<file path="config.mk">
export PLATFORM = sky130hd
export DESIGN_NAME = toei_top
export DESIGN_NICKNAME = d
export VERILOG_FILES = /design/src/shared/toei_pkg.sv /design/src/hdl/toei_req_cell.sv /design/src/hdl/toei_top.sv
export SDC_FILE = /design/constraint.sdc
export NUM_CORES = 1
export LEC_CHECK = 0
export BUFFER_PORTS_ARGS = -buffer_cell sky130_fd_sc_hd__buf_2
export CAP_MARGIN = 10
export CORE_MARGIN = 8
export CORE_UTILIZATION = 52
export CTS_BUF_LIST = sky130_fd_sc_hd__clkbuf_4 sky130_fd_sc_hd__clkbuf_8 sky130_fd_sc_hd__clkbuf_16
export DETAILED_ROUTE_END_ITERATION = 16
export GPL_TIMING_DRIVEN = 0
export PLACE_DENSITY = 0.86
export SETUP_SLACK_MARGIN = 0.1
export SLEW_MARGIN = 30
export SYNTH_ARGS = -nofsm -noshare
export SYNTH_HDL_FRONTEND = slang
export SYNTH_SLANG_ARGS = --single-unit
</file>
<file path="constraint.sdc">
create_clock -name ref_clk -period 4.6 [get_ports ref_clk]
set_clock_uncertainty 0.1 [all_clocks]
set_input_delay 0.69 -clock ref_clk [delete_from_list [all_inputs] [get_ports ref_clk]]
set_output_delay 0.69 -clock ref_clk [all_outputs]
set_load 0.01 [all_outputs]
</file>
<file path="src/shared/toei_pkg.sv">
/*
 * Constants for the transmit overhead error insertion block: register map,
 * field positions, reset values, framing modes and overhead position codes.
 * Assumes the frame generator marks every overhead bit with one position code.
 */
package toei_pkg;

	// Register byte offsets
	localparam logic [3:0] OFS_ERR_CTRL = 4'h0;
	localparam logic [3:0] OFS_CONFIG = 4'h4;
	localparam logic [3:0] OFS_STATUS = 4'h8;

	// Bit positions in error_injection_control
	localparam int REQ_FRAME_BIT = 0;
	localparam int REQ_MFRAME_BIT = 1;
	localparam int REQ_PARITY = 2;
	localparam int REQ_PARITY_MIS = 3;
	localparam int REQ_PATH_PARITY = 4;
	localparam int REQ_REMOTE_ALARM = 5;
	localparam int REQ_XBIT_MIS = 6;
	localparam int REQ_FAR_END = 7;
	localparam int REQ_COUNT = 8;

	// Field positions in the configuration register
	localparam int CFG_MODE_LSB = 0;
	localparam int CFG_FEBE_AUTO = 2;
	localparam int CFG_CODE_LSB = 3;

	// Reset values, and the FEBE code sent on a seen error
	localparam logic [7:0] RST_ERR_CTRL = 8'h00;
	localparam logic [1:0] RST_MODE = 2'h0;
	localparam logic RST_FEBE_AUTO = 1'b0;
	localparam logic [2:0] RST_CODE = 3'h0;
	localparam logic [7:0] RST_INS_COUNT = 8'h00;
	localparam logic [2:0] FEBE_NO_ERR_CODE = 3'h7;

	// Framing modes
	typedef enum logic [1:0] {
		MODE_DS3_M13 = 2'h0,
		MODE_DS3_CBIT = 2'h1,
		MODE_E3_G751 = 2'h2,
		MODE_E3_G832 = 2'h3
	} toei_mode_t;

	// Overhead position codes supplied with each bit
	typedef enum logic [3:0] {
		OVH_NONE = 4'h0,
		OVH_F = 4'h1,
		OVH_M = 4'h2,
		OVH_P = 4'h3,
		OVH_CP = 4'h4,
		OVH_X = 4'h5,
		OVH_FEBE = 4'h6,
		OVH_FAS = 4'h7,
		OVH_ABIT = 4'h8,
		OVH_BIP = 4'h9,
		OVH_RDI = 4'ha,
		OVH_REI = 4'hb
	} toei_kind_t;

endpackage

</file>
<file path="src/hdl/toei_req_cell.sv">
/*
 * One self-clearing error request bit: set by a software write of 1,
 * cleared by the datapath once its error has gone out.
 * Assumes set and clear are single-cycle pulses on ref_clk.
 */
`timescale 1ns/100ps
module toei_req_cell (
	// Clock and reset
	input wire logic ref_clk,
	input wire logic rst,
	// Control
	input wire logic set_req,
	input wire logic clr_req,
	// State
	output logic armed
);

	// A write landing with the clear keeps the request pending
	always_ff @(posedge ref_clk or posedge rst) begin
		if (rst) begin
			armed <= 1'b0;
		end else if (set_req) begin
			armed <= 1'b1;
		end else if (clr_req) begin
			armed <= 1'b0;
		end
	end
endmodule

</file>
<file path="src/hdl/toei_top.sv">
/*
 * Transmit overhead error insertion for one framer channel, with its
 * Avalon-MM register slave. Bits from the frame generator pass through one
 * register stage and overhead bits are corrupted on request.
 * Assumes the generator tags each bit with its overhead position, marks the
 * first and last bit of multi-bit groups and gives the bit index in a group.
 * rx_err_detected comes from receive logic on the same clock.
 */
// Our own choices: the register offsets and the Avalon-MM register port.
`timescale 1ns/100ps

module toei_top (
	// Clock and reset
	input wire logic ref_clk,
	input wire logic rst,
	// Avalon-MM slave
	input wire logic [3:0] avs_address,
	input wire logic avs_read,
	input wire logic avs_write,
	input wire logic [31:0] avs_writedata,
	input wire logic [3:0] avs_byteenable,
	output logic [31:0] avs_readdata,
	output logic avs_waitrequest,
	// Bit stream from the frame generator
	input wire logic tx_bit_in,
	input wire logic tx_bit_valid,
	input wire logic [3:0] ovh_kind,
	input wire logic ovh_first,
	input wire logic ovh_last,
	input wire logic [1:0] ovh_idx,
	// Receive side error indication for FEBE generation
	input wire logic rx_err_detected,
	// Bit stream towards the line encoder
	output logic tx_bit_out,
	output logic tx_bit_out_valid
);

	logic [7:0] armed;
	logic [7:0] set_vec;
	logic [7:0] done_vec;
	logic [1:0] mode;
	logic febe_auto;
	logic [2:0] far_end_code_field;
	logic [7:0] ins_count;
	logic grp_p;
	logic grp_cp;
	logic grp_x;
	logic grp_fe;
	logic febe_err_l;
	logic acc_now;
	logic ds3;
	logic cbit;
	logic g751;
	logic g832;
	logic inv_f;
	logic inv_m;
	logic inv_p;
	logic inv_pm;
	logic inv_cp;
	logic inv_x;
	logic inv_xm;
	logic fe_ds3;
	logic inv_e3fa;
	logic inv_abit;
	logic inv_bip;
	logic inv_rdi;
	logic inv_rei;
	logic invert;
	logic febe_err_now;
	logic next_out;

	// Tag match on a valid bit, shared by all insertion terms
	function automatic logic at_kind(input logic vld, input logic [3:0] kind,
		input toei_pkg::toei_kind_t want);
		at_kind = vld && (kind == want);
	endfunction

	// Mode decode
	assign ds3 = (mode == toei_pkg::MODE_DS3_M13) || (mode == toei_pkg::MODE_DS3_CBIT);
	assign cbit = (mode == toei_pkg::MODE_DS3_CBIT);
	assign g751 = (mode == toei_pkg::MODE_E3_G751);
	assign g832 = (mode == toei_pkg::MODE_E3_G832);

	// Bus access completes in the cycle waitrequest is low
	assign acc_now = (avs_read || avs_write) && !avs_waitrequest;

	// One wait state per access, then a single ready cycle
	always_ff @(posedge ref_clk or posedge rst) begin
		if (rst) begin
			avs_waitrequest <= 1'b1;
		end else begin
			avs_waitrequest <= !((avs_read || avs_write) && avs_waitrequest);
		end
	end

	// Read data prepared during the wait state; unmapped reads give zero
	always_ff @(posedge ref_clk or posedge rst) begin
		if (rst) begin
			avs_readdata <= 32'h0000_0000;
		end else if (avs_read && avs_waitrequest) begin
			if (avs_address == toei_pkg::OFS_ERR_CTRL) begin
				avs_readdata <= {24'h00_0000, armed}; // pending requests for polling
			end else if (avs_address == toei_pkg::OFS_CONFIG) begin
				avs_readdata <= {26'h000_0000, far_end_code_field, febe_auto, mode};
			end else if (avs_address == toei_pkg::OFS_STATUS) begin
				avs_readdata <= {24'h00_0000, ins_count};
			end else begin
				avs_readdata <= 32'h0000_0000;
			end
		end
	end

	// Request bits are write-one-to-set from lane 0 only
	assign set_vec = (acc_now && avs_write && avs_byteenable[0]
		&& (avs_address == toei_pkg::OFS_ERR_CTRL)) ? avs_writedata[7:0] : 8'h00;

	// Configuration register
	always_ff @(posedge ref_clk or posedge rst) begin
		if (rst) begin
			mode <= toei_pkg::RST_MODE;
			febe_auto <= toei_pkg::RST_FEBE_AUTO;
			far_end_code_field <= toei_pkg::RST_CODE;
		end else if (acc_now && avs_write && avs_byteenable[0]
			&& (avs_address == toei_pkg::OFS_CONFIG)) begin
			mode <= avs_writedata[toei_pkg::CFG_MODE_LSB +: 2];
			febe_auto <= avs_writedata[toei_pkg::CFG_FEBE_AUTO];
			far_end_code_field <= avs_writedata[toei_pkg::CFG_CODE_LSB +: 3];
		end
	end

	// One arm cell per error; each clears on its own completion
	genvar gi;
	generate
		for (gi = 0; gi < toei_pkg::REQ_COUNT; gi++) begin : g_req
			toei_req_cell u_cell (
				.ref_clk(ref_clk),
				.rst(rst),
				.set_req(set_vec[gi]),
				.clr_req(done_vec[gi]),
				.armed(armed[gi])
			);
		end
	endgenerate

	// DS3 single-bit errors
	assign inv_f = at_kind(tx_bit_valid, ovh_kind, toei_pkg::OVH_F) && ds3
		&& armed[toei_pkg::REQ_FRAME_BIT];
	assign inv_m = at_kind(tx_bit_valid, ovh_kind, toei_pkg::OVH_M) && ds3
		&& armed[toei_pkg::REQ_MFRAME_BIT];

	// Parity group starts only on the first P-bit so a whole frame is hit
	assign inv_p = at_kind(tx_bit_valid, ovh_kind, toei_pkg::OVH_P) && ds3
		&& (grp_p || (ovh_first && armed[toei_pkg::REQ_PARITY]));
	// Mismatch yields to the pair so the two never cancel on one bit
	assign inv_pm = at_kind(tx_bit_valid, ovh_kind, toei_pkg::OVH_P) && ds3 && !inv_p
		&& !grp_p && armed[toei_pkg::REQ_PARITY_MIS];
	assign inv_cp = at_kind(tx_bit_valid, ovh_kind, toei_pkg::OVH_CP) && cbit
		&& (grp_cp || (ovh_first && armed[toei_pkg::REQ_PATH_PARITY]));
	assign inv_x = at_kind(tx_bit_valid, ovh_kind, toei_pkg::OVH_X) && ds3
		&& (grp_x || (ovh_first && armed[toei_pkg::REQ_REMOTE_ALARM]));
	assign inv_xm = at_kind(tx_bit_valid, ovh_kind, toei_pkg::OVH_X) && ds3 && !inv_x
		&& !grp_x && armed[toei_pkg::REQ_XBIT_MIS];
	// FEBE in M13/M23 is left alone: no far-end field exists there
	assign fe_ds3 = at_kind(tx_bit_valid, ovh_kind, toei_pkg::OVH_FEBE) && cbit
		&& (grp_fe || (ovh_first && armed[toei_pkg::REQ_FAR_END]));

	// E3 errors, all single-bit
	assign inv_e3fa = at_kind(tx_bit_valid, ovh_kind, toei_pkg::OVH_FAS) && (g751 || g832)
		&& ovh_first && armed[toei_pkg::REQ_FRAME_BIT];
	assign inv_abit = at_kind(tx_bit_valid, ovh_kind, toei_pkg::OVH_ABIT) && g751
		&& armed[toei_pkg::REQ_REMOTE_ALARM];
	assign inv_bip = at_kind(tx_bit_valid, ovh_kind, toei_pkg::OVH_BIP) && g832
		&& ovh_first && armed[toei_pkg::REQ_PARITY];
	assign inv_rdi = at_kind(tx_bit_valid, ovh_kind, toei_pkg::OVH_RDI) && g832
		&& armed[toei_pkg::REQ_REMOTE_ALARM];
	// Inverted whatever the bit's source was
	assign inv_rei = at_kind(tx_bit_valid, ovh_kind, toei_pkg::OVH_REI) && g832
		&& armed[toei_pkg::REQ_FAR_END];

	// Any kind not matched for the mode leaves the bit untouched
	assign invert = inv_f || inv_m || inv_p || inv_pm || inv_cp || inv_x || inv_xm
		|| inv_e3fa || inv_abit || inv_bip || inv_rdi || inv_rei
		|| (fe_ds3 && !febe_auto);

	// Error sampled once per M-frame so the three bits agree
	assign febe_err_now = grp_fe ? febe_err_l : rx_err_detected;

	// Output bit selection
	always_comb begin
		next_out = tx_bit_in ^ invert;
		if (fe_ds3 && febe_auto) begin
			next_out = febe_err_now ? toei_pkg::FEBE_NO_ERR_CODE[2 - ovh_idx]
				: far_end_code_field[2 - ovh_idx];
		end
	end

	// Completion of each request
	always_comb begin
		done_vec = 8'h00;
		done_vec[toei_pkg::REQ_FRAME_BIT] = inv_f || inv_e3fa;
		done_vec[toei_pkg::REQ_MFRAME_BIT] = inv_m;
		done_vec[toei_pkg::REQ_PARITY] = (inv_p && ovh_last) || inv_bip;
		done_vec[toei_pkg::REQ_PARITY_MIS] = inv_pm;
		done_vec[toei_pkg::REQ_PATH_PARITY] = inv_cp && ovh_last;
		done_vec[toei_pkg::REQ_REMOTE_ALARM] = (inv_x && ovh_last) || inv_abit || inv_rdi;
		done_vec[toei_pkg::REQ_XBIT_MIS] = inv_xm;
		done_vec[toei_pkg::REQ_FAR_END] = (fe_ds3 && ovh_last) || inv_rei;
	end

	// Multi-bit group trackers, held from first to last bit of a group
	always_ff @(posedge ref_clk or posedge rst) begin
		if (rst) begin
			grp_p <= 1'b0;
			grp_cp <= 1'b0;
			grp_x <= 1'b0;
			grp_fe <= 1'b0;
			febe_err_l <= 1'b0;
		end else begin
			if (inv_p) grp_p <= !ovh_last;
			if (inv_cp) grp_cp <= !ovh_last;
			if (inv_x) grp_x <= !ovh_last;
			if (fe_ds3) grp_fe <= !ovh_last;
			if (fe_ds3 && !grp_fe) febe_err_l <= rx_err_detected;
		end
	end

	// Output stage; one cycle of latency for every bit
	always_ff @(posedge ref_clk or posedge rst) begin
		if (rst) begin
			tx_bit_out <= 1'b0;
			tx_bit_out_valid <= 1'b0;
		end else begin
			tx_bit_out <= next_out;
			tx_bit_out_valid <= tx_bit_valid;
		end
	end

	// Completed insertions, wrapping; lets software see progress
	always_ff @(posedge ref_clk or posedge rst) begin
		if (rst) begin
			ins_count <= toei_pkg::RST_INS_COUNT;
		end else if (done_vec != 8'h00) begin
			ins_count <= ins_count + 8'h01;
		end
	end
endmodule

</file>
### Yosys cells after proc, flatten, opt, wreduce, memory -nomap -nowiden

Index checks and enable logic that the tools add are counted.

* flip-flop bits (word level): 62
* output and inout port bits: 35

* $add $sub $neg: 2
* magnitude comparators: 1
* equal/unequal tests: 16
* muxes and demuxes: 27
* bitwise gates (word level): 1
* reductions and logical operators: 103

Operators by type and width (count)
* 1-bit logical AND: 59
* 32-bit by 3-bit less-than comparator with 1-bit output, second input constant: 1
* 8-bit two-way mux: 4
* 1-bit logical OR: 24
* 1-bit two-way mux: 21
* 4-bit by 3-bit equality test with 1-bit output, second input constant: 5
* 4-bit equality test, second input constant: 5
* 2-bit nonzero test: 8
* 1-bit logical NOT: 9
* 8-bit by 1-bit adder with 8-bit output, second input constant: 1
* 4-bit by 2-bit equality test with 1-bit output, second input constant: 2
* 8-bit nonzero test: 1
* 1-bit binary-select mux with 2-bit select: 2
* 2-bit equality test, second input constant: 2
* 4-bit by 1-bit equality test with 1-bit output, second input constant: 1
* 4-bit logical NOT: 1
* 2-bit by 2-bit subtractor with 3-bit output, first input constant: 1
* 2-bit by 1-bit equality test with 1-bit output, second input constant: 1
* 2-bit logical NOT: 1
* 1-bit bitwise XOR: 1

### Longest topological paths before layout

* word-level depth: 20
* gate-level depth with buffers: 7

### By module

Synthesis repeated with hierarchy kept, for this count alone.

* cells, all modules: 226
* area total of the unflattened synthesis: 2323.5 µm²

Modules (own cells, without submodules)
* toei_top: times used 1, cells an instance 194, area each 2003.2 µm², seq. area each 752.0 µm²
* toei_req_cell: times used 8, cells an instance 4, area each 40.0 µm², seq. area each 25.0 µm²

### Worst setup path after synthesis

Ideal clock, no wire load.

* kind: input-to-reg
* start: input port ovh_first
* end: register ins_count[1]
* setup time: 125 ps
* data arrival time: 2365 ps
* required time: 4375 ps
* path slack: 2010 ps
* stages: 6
* path buffers: 1
* cells stage by stage: buf_2 > a21oi_1 > and3b_2 > a221o_1 > a2111oi_4 > mux2_4

* word-level cells in the longest chain between the ends: 8
* elaborated cells on any way between the ends: 34
* those cells by class: reduce/logical (34)

RTL lines
* start, declared: RTL line toei_top.sv:28 `input wire logic ovh_first,`
* 1-bit logical AND, on equally long branches: RTL line toei_top.sv:153, toei_top.sv:160
* 1-bit logical OR, on equally long branches: RTL line toei_top.sv:153, toei_top.sv:160
* 1-bit logical AND, on equally long branches: RTL line toei_top.sv:153, toei_top.sv:160
* 1-bit logical NOT, on equally long branches: RTL line toei_top.sv:155, toei_top.sv:161
* 1-bit logical AND, on equally long branches: RTL line toei_top.sv:155, toei_top.sv:161
* 1-bit logical AND, on equally long branches (2 in a row): RTL line toei_top.sv:156, toei_top.sv:162
* 8-bit nonzero test (*): RTL line toei_top.sv:242 `end else if (done_vec != 8'h00) begin`
* end signal, assigned: RTL line toei_top.sv:241 `ins_count <= toei_pkg::RST_INS_COUNT;`
* end signal, assigned: RTL line toei_top.sv:243 `ins_count <= ins_count + 8'h01;`
* end, declared: RTL line toei_top.sv:44 `logic [7:0] ins_count;`

Mark *: on every way between the ends. The rest lies on a longest branch, timed or not.
A chain may end at the register's enable or synchronous reset.

### Worst setup path in the final report

* start: input port ovh_kind[0]
* end: register ins_count[7]

* word-level cells in the longest chain between the ends: 9
* elaborated cells on any way between the ends: 64
* those cells by class: eq/ne (11); reduce/logical (53)

RTL lines
* start, declared: RTL line toei_top.sv:27 `input wire logic [3:0] ovh_kind,`
* 4-bit by 2-bit equality test with 1-bit output / 4-bit by 3-bit equality test with 1-bit output (equally long branches): RTL line toei_top.sv:75 `at_kind = vld && (kind == want);`
* 1-bit logical AND: RTL line toei_top.sv:75
* 1-bit logical AND, on equally long branches
* 1-bit logical AND, on equally long branches: RTL line toei_top.sv:153, toei_top.sv:160
* 1-bit logical NOT, on equally long branches: RTL line toei_top.sv:155, toei_top.sv:161
* 1-bit logical AND, on equally long branches: RTL line toei_top.sv:155, toei_top.sv:161
* 1-bit logical AND, on equally long branches (2 in a row): RTL line toei_top.sv:156, toei_top.sv:162
* 8-bit nonzero test (*): RTL line toei_top.sv:242

Marks and branches as above.

==> flow_summary.json <==
{
  "outcome": "finished clean",
  "track_usage": 0.160,
  "gpl.final_weighted_congestion": 0.905,
  "yosysTopAreaCellShare": 0.427,
  "synth_commonest_cells": "37 x dfrtp_1, 25 x nand2_1, 24 x buf_4",
  "n_antenna_cell": 0,
  "grt_max_degree": 28,
  "cts_buffer_depth": 2,
  "postRouteAntennaNets": 0,
  "synthCells": 207,
  "post-synth-top-area-cell": "dfrtp_1",
  "wirelength_um": 4990,
  "cts-resized-gates": 0,
  "syn2layout_area_growth_pct": 22.9,
  "r2r_cells": 6,
  "vias": 1721,
  "p_leak_nw": 1.36,
  "sequentialPowerShare": 0.443,
  "endpoint_kind": "flop",
  "dpl_cell_area_um2": 2520,
  "ys_types": 47,
  "fmax_mhz": 390,
  "numCtsBuffers": 5,
  "period_share": 0.558,
  "cp_cell_sequence": "buf_2 -> and2b_1 -> and4b_2 -> a221o_1 -> a2111oi_4 -> nor4_1 -> xor2_1",
  "syn_avg_cell_area_um2": 10.5,
  "cts_sinks": 38,
  "peakVddDrop_uv": 211,
  "synth-edff-count": 0,
  "worst_slew_pin_slew_ns": 0.628,
  "io_buffers": 36,
  "core_area_um2": 4000,
  "die_w_um": 80.5,
  "hold_buffers": 0,
  "syn-cell-area_um2": 2170,
  "clockPowerShare": 0.384,
  "ys_top_cells_by_area": "dfrtp_1 43%, buf_4 8.3%, mux2i_1 5.1%",
  "slew-limit-headroom": 0.581,
  "fin_hold_ws_ns": 0.214,
  "combPwrFrac": 0.173,
  "crit_path_max_incr_delay_ns": 0.63,
  "drive_above_1_share": 0.335,
  "cts_tree": "yes",
  "ys_warn_count": 0,
  "rsz0062_at_grt": "false",
  "start_util": 0.541,
  "fin_ws_ns": 2.03,
  "fillers": 332,
  "crit_type": "in -> reg",
  "power_density_nw_per_um2": 346,
  "fin_area_um2": 2660,
  "slew_violations": 0,
  "worstPathArrival_ns": 2.64,
  "critical_path.max_fanout": 8,
  "clk_pin_slew_ns": 0.08,
  "r2r_end": "ins_count[7]",
  "netSwitchingFraction": 0.259,
  "antenna_found_initial": 0,
  "clk_latency_ns": 0.30,
  "die_area_um2": 6490,
  "intPower_w": 0.000682,
  "ios": 90,
  "cts_root_buf": "clkbuf_8",
  "timing.rr.start": "mode[1]",
  "cap_viol_max_count": 0,
  "hpwl_um": 3870,
  "viasPerCell": 5.30,
  "dr.pass1.iters": 4,
  "critPathRequiredTime_ns": 4.67,
  "grt_pass1_wl_um": 8110,
  "cp-start-kind": "input pin",
  "grt_pass1_vias": 1734,
  "critPathSlowestCell": "a2111oi_4",
  "htree_levels": 2,
  "pre_cts_slack_ns": 1.74,
  "grt-ovfl-total": 0,
  "postCtsSetupRepairBufs": 0,
  "wl_per_cell_um": 15.3,
  "setup_viol": 0,
  "yosysMostFrequentCell": "dfrtp_1",
  "hold_path_class": "in -> async",
  "drc": 0,
  "finalNetCount": 331,
  "rows": 23,
  "async_flop_share": 1.00,
  "synth.ff_latch_count": 38,
  "ys_seq_area_frac": 0.440,
  "synth_ff_type": "dfrtp_1",
  "die_y_um": 80.5,
  "fin_crit_ns": 2.57,
  "switchingPower_w": 0.000238,
  "fin_setup_tns_ns": 0,
  "drtIter0Drc": 60,
  "hold_viol_final": 0,
  "ff2ff_setup_slack_ns": 2.14,
  "power_w": 0.000921
}
## through the flow
stage,cells,utilization
4_1_cts,325,0.666
5_1_grt,325,0.666
3_3_place_gp,316,0.624
2_1_floorplan,230,-
3_5_place_dp,317,0.630
6_report,325,0.666
## cells by family after synthesis
kind of cell             count (synthesis)  share of synthesized area
buffers and inverters                   32                     0.0982
adder cells (fa/ha/maj)                  2                     0.0116
flip-flops                              38                      0.440
AND/OR/NAND/NOR                         64                      0.169
multiplexers                            20                     0.0994
AO/OA/AOI/OAI                           42                      0.148
other                                    1                    0.00173
XOR/XNOR                                 8                     0.0324
## layer usage
layer,share of wire,routed length (µm),global-route usage,vias to the layer above
li1,-,-,-,845
met1,0.41,2060,0.182,806
met2,0.50,2490,0.275,57
met3,0.067,333,0.0446,13
met4,0.021,106,0.0655,0
met5,0,0,0,-
## cell usage in the layout, fill, tap and decap left out, types with 2 or more instances in the layout
| master | n |
|---|---|
| a21oi_1 | 7 |
| buf_4 | 24 |
| nor2_1 | 4 |
| buf_2 | 38 |
| o41ai_1 | 2 |
| or4_1 | 2 |
| nor3b_1 | 3 |
| o2111ai_1 | 2 |
| nor4b_1 | 2 |
| xor2_1 | 5 |
| mux2i_1 | 11 |
| bufinv_16 | 2 |
| dfrtp_1 | 37 |
| and4_2 | 2 |
| xnor2_1 | 3 |
| a22o_1 | 10 |
| clkbuf_8 | 6 |
| ha_1 | 2 |
| nor2b_1 | 3 |
| o211ai_1 | 2 |
| o21ai_0 | 9 |
| nor3_1 | 2 |
| mux2_2 | 8 |
| o21a_1 | 3 |
| a32o_1 | 3 |
| nand4_1 | 2 |
| nand2_1 | 25 |
| nand3_1 | 6 |
| clkbuf_1 | 4 |
| conb_1 | 24 |
## area by class of cell
cell class	instances	area, µm²	share of cell area
clock buffers	6	82.6	0.0310
plain buffers	30	205	0.0771
inverters	2	7.51	0.00282
clock inverters	2	60.1	0.0226
flip-flops and latches	38	952	0.358
multi-input cells	160	1090	0.410
well taps	50	62.6	0.0235
repair buffers	37	200	0.0752
## worst max path at each step
| stage | from | endpoint | slack, ns | cells past startpoint |
|---|---|---|---|---|
| floorplan | ovh_first | ins_count[1] | 2.01 | 6 |
| global placement | ovh_kind[0] | ins_count[7] | 1.73 | 7 |
| detailed placement | ovh_kind[0] | ins_count[7] | 1.74 | 7 |
| CTS | ovh_kind[0] | ins_count[7] | 2.04 | 7 |
| global route | ovh_kind[0] | ins_count[5] | 1.93 | 7 |
| finish | ovh_kind[0] | ins_count[7] | 2.03 | 7 |
## sequential cells by signal, summed over array words and instances, names as in the netlist
name	flops
febe_err_l	1
tx_bit_out_valid	1
tx_bit_out	1
far_end_code_field	3
g_req.u_cell.armed	8
avs_waitrequest	1
grp_fe	1
ins_count	8
grp_p	1
avs_readdata	8
febe_auto	1
grp_x	1
mode	2
grp_cp	1
## power groups by stage
stage | clock, W | combinational (W) | sequential (W)
finish | 0.000354 | 0.000159 | 0.000408
global route | 0.000372 | 0.000176 | 0.000413
CTS | 0.000360 | 0.000159 | 0.000407
detailed placement | 0 | 0.000158 | 0.000413
global placement | 0 | 0.000151 | 0.000411
floorplan | 0 | 0.000114 | 0.000404
## critical path: cells and delay by family
| kind | cells | cell delay, ns |
|---|---|---|
| xor+xnor | 1 | 0.17 |
| buf+inv | 1 | 0.14 |
| simple gates | 3 | 0.63 |
| compound gates | 2 | 1.00 |
Power figures use the tool's default switching activity.
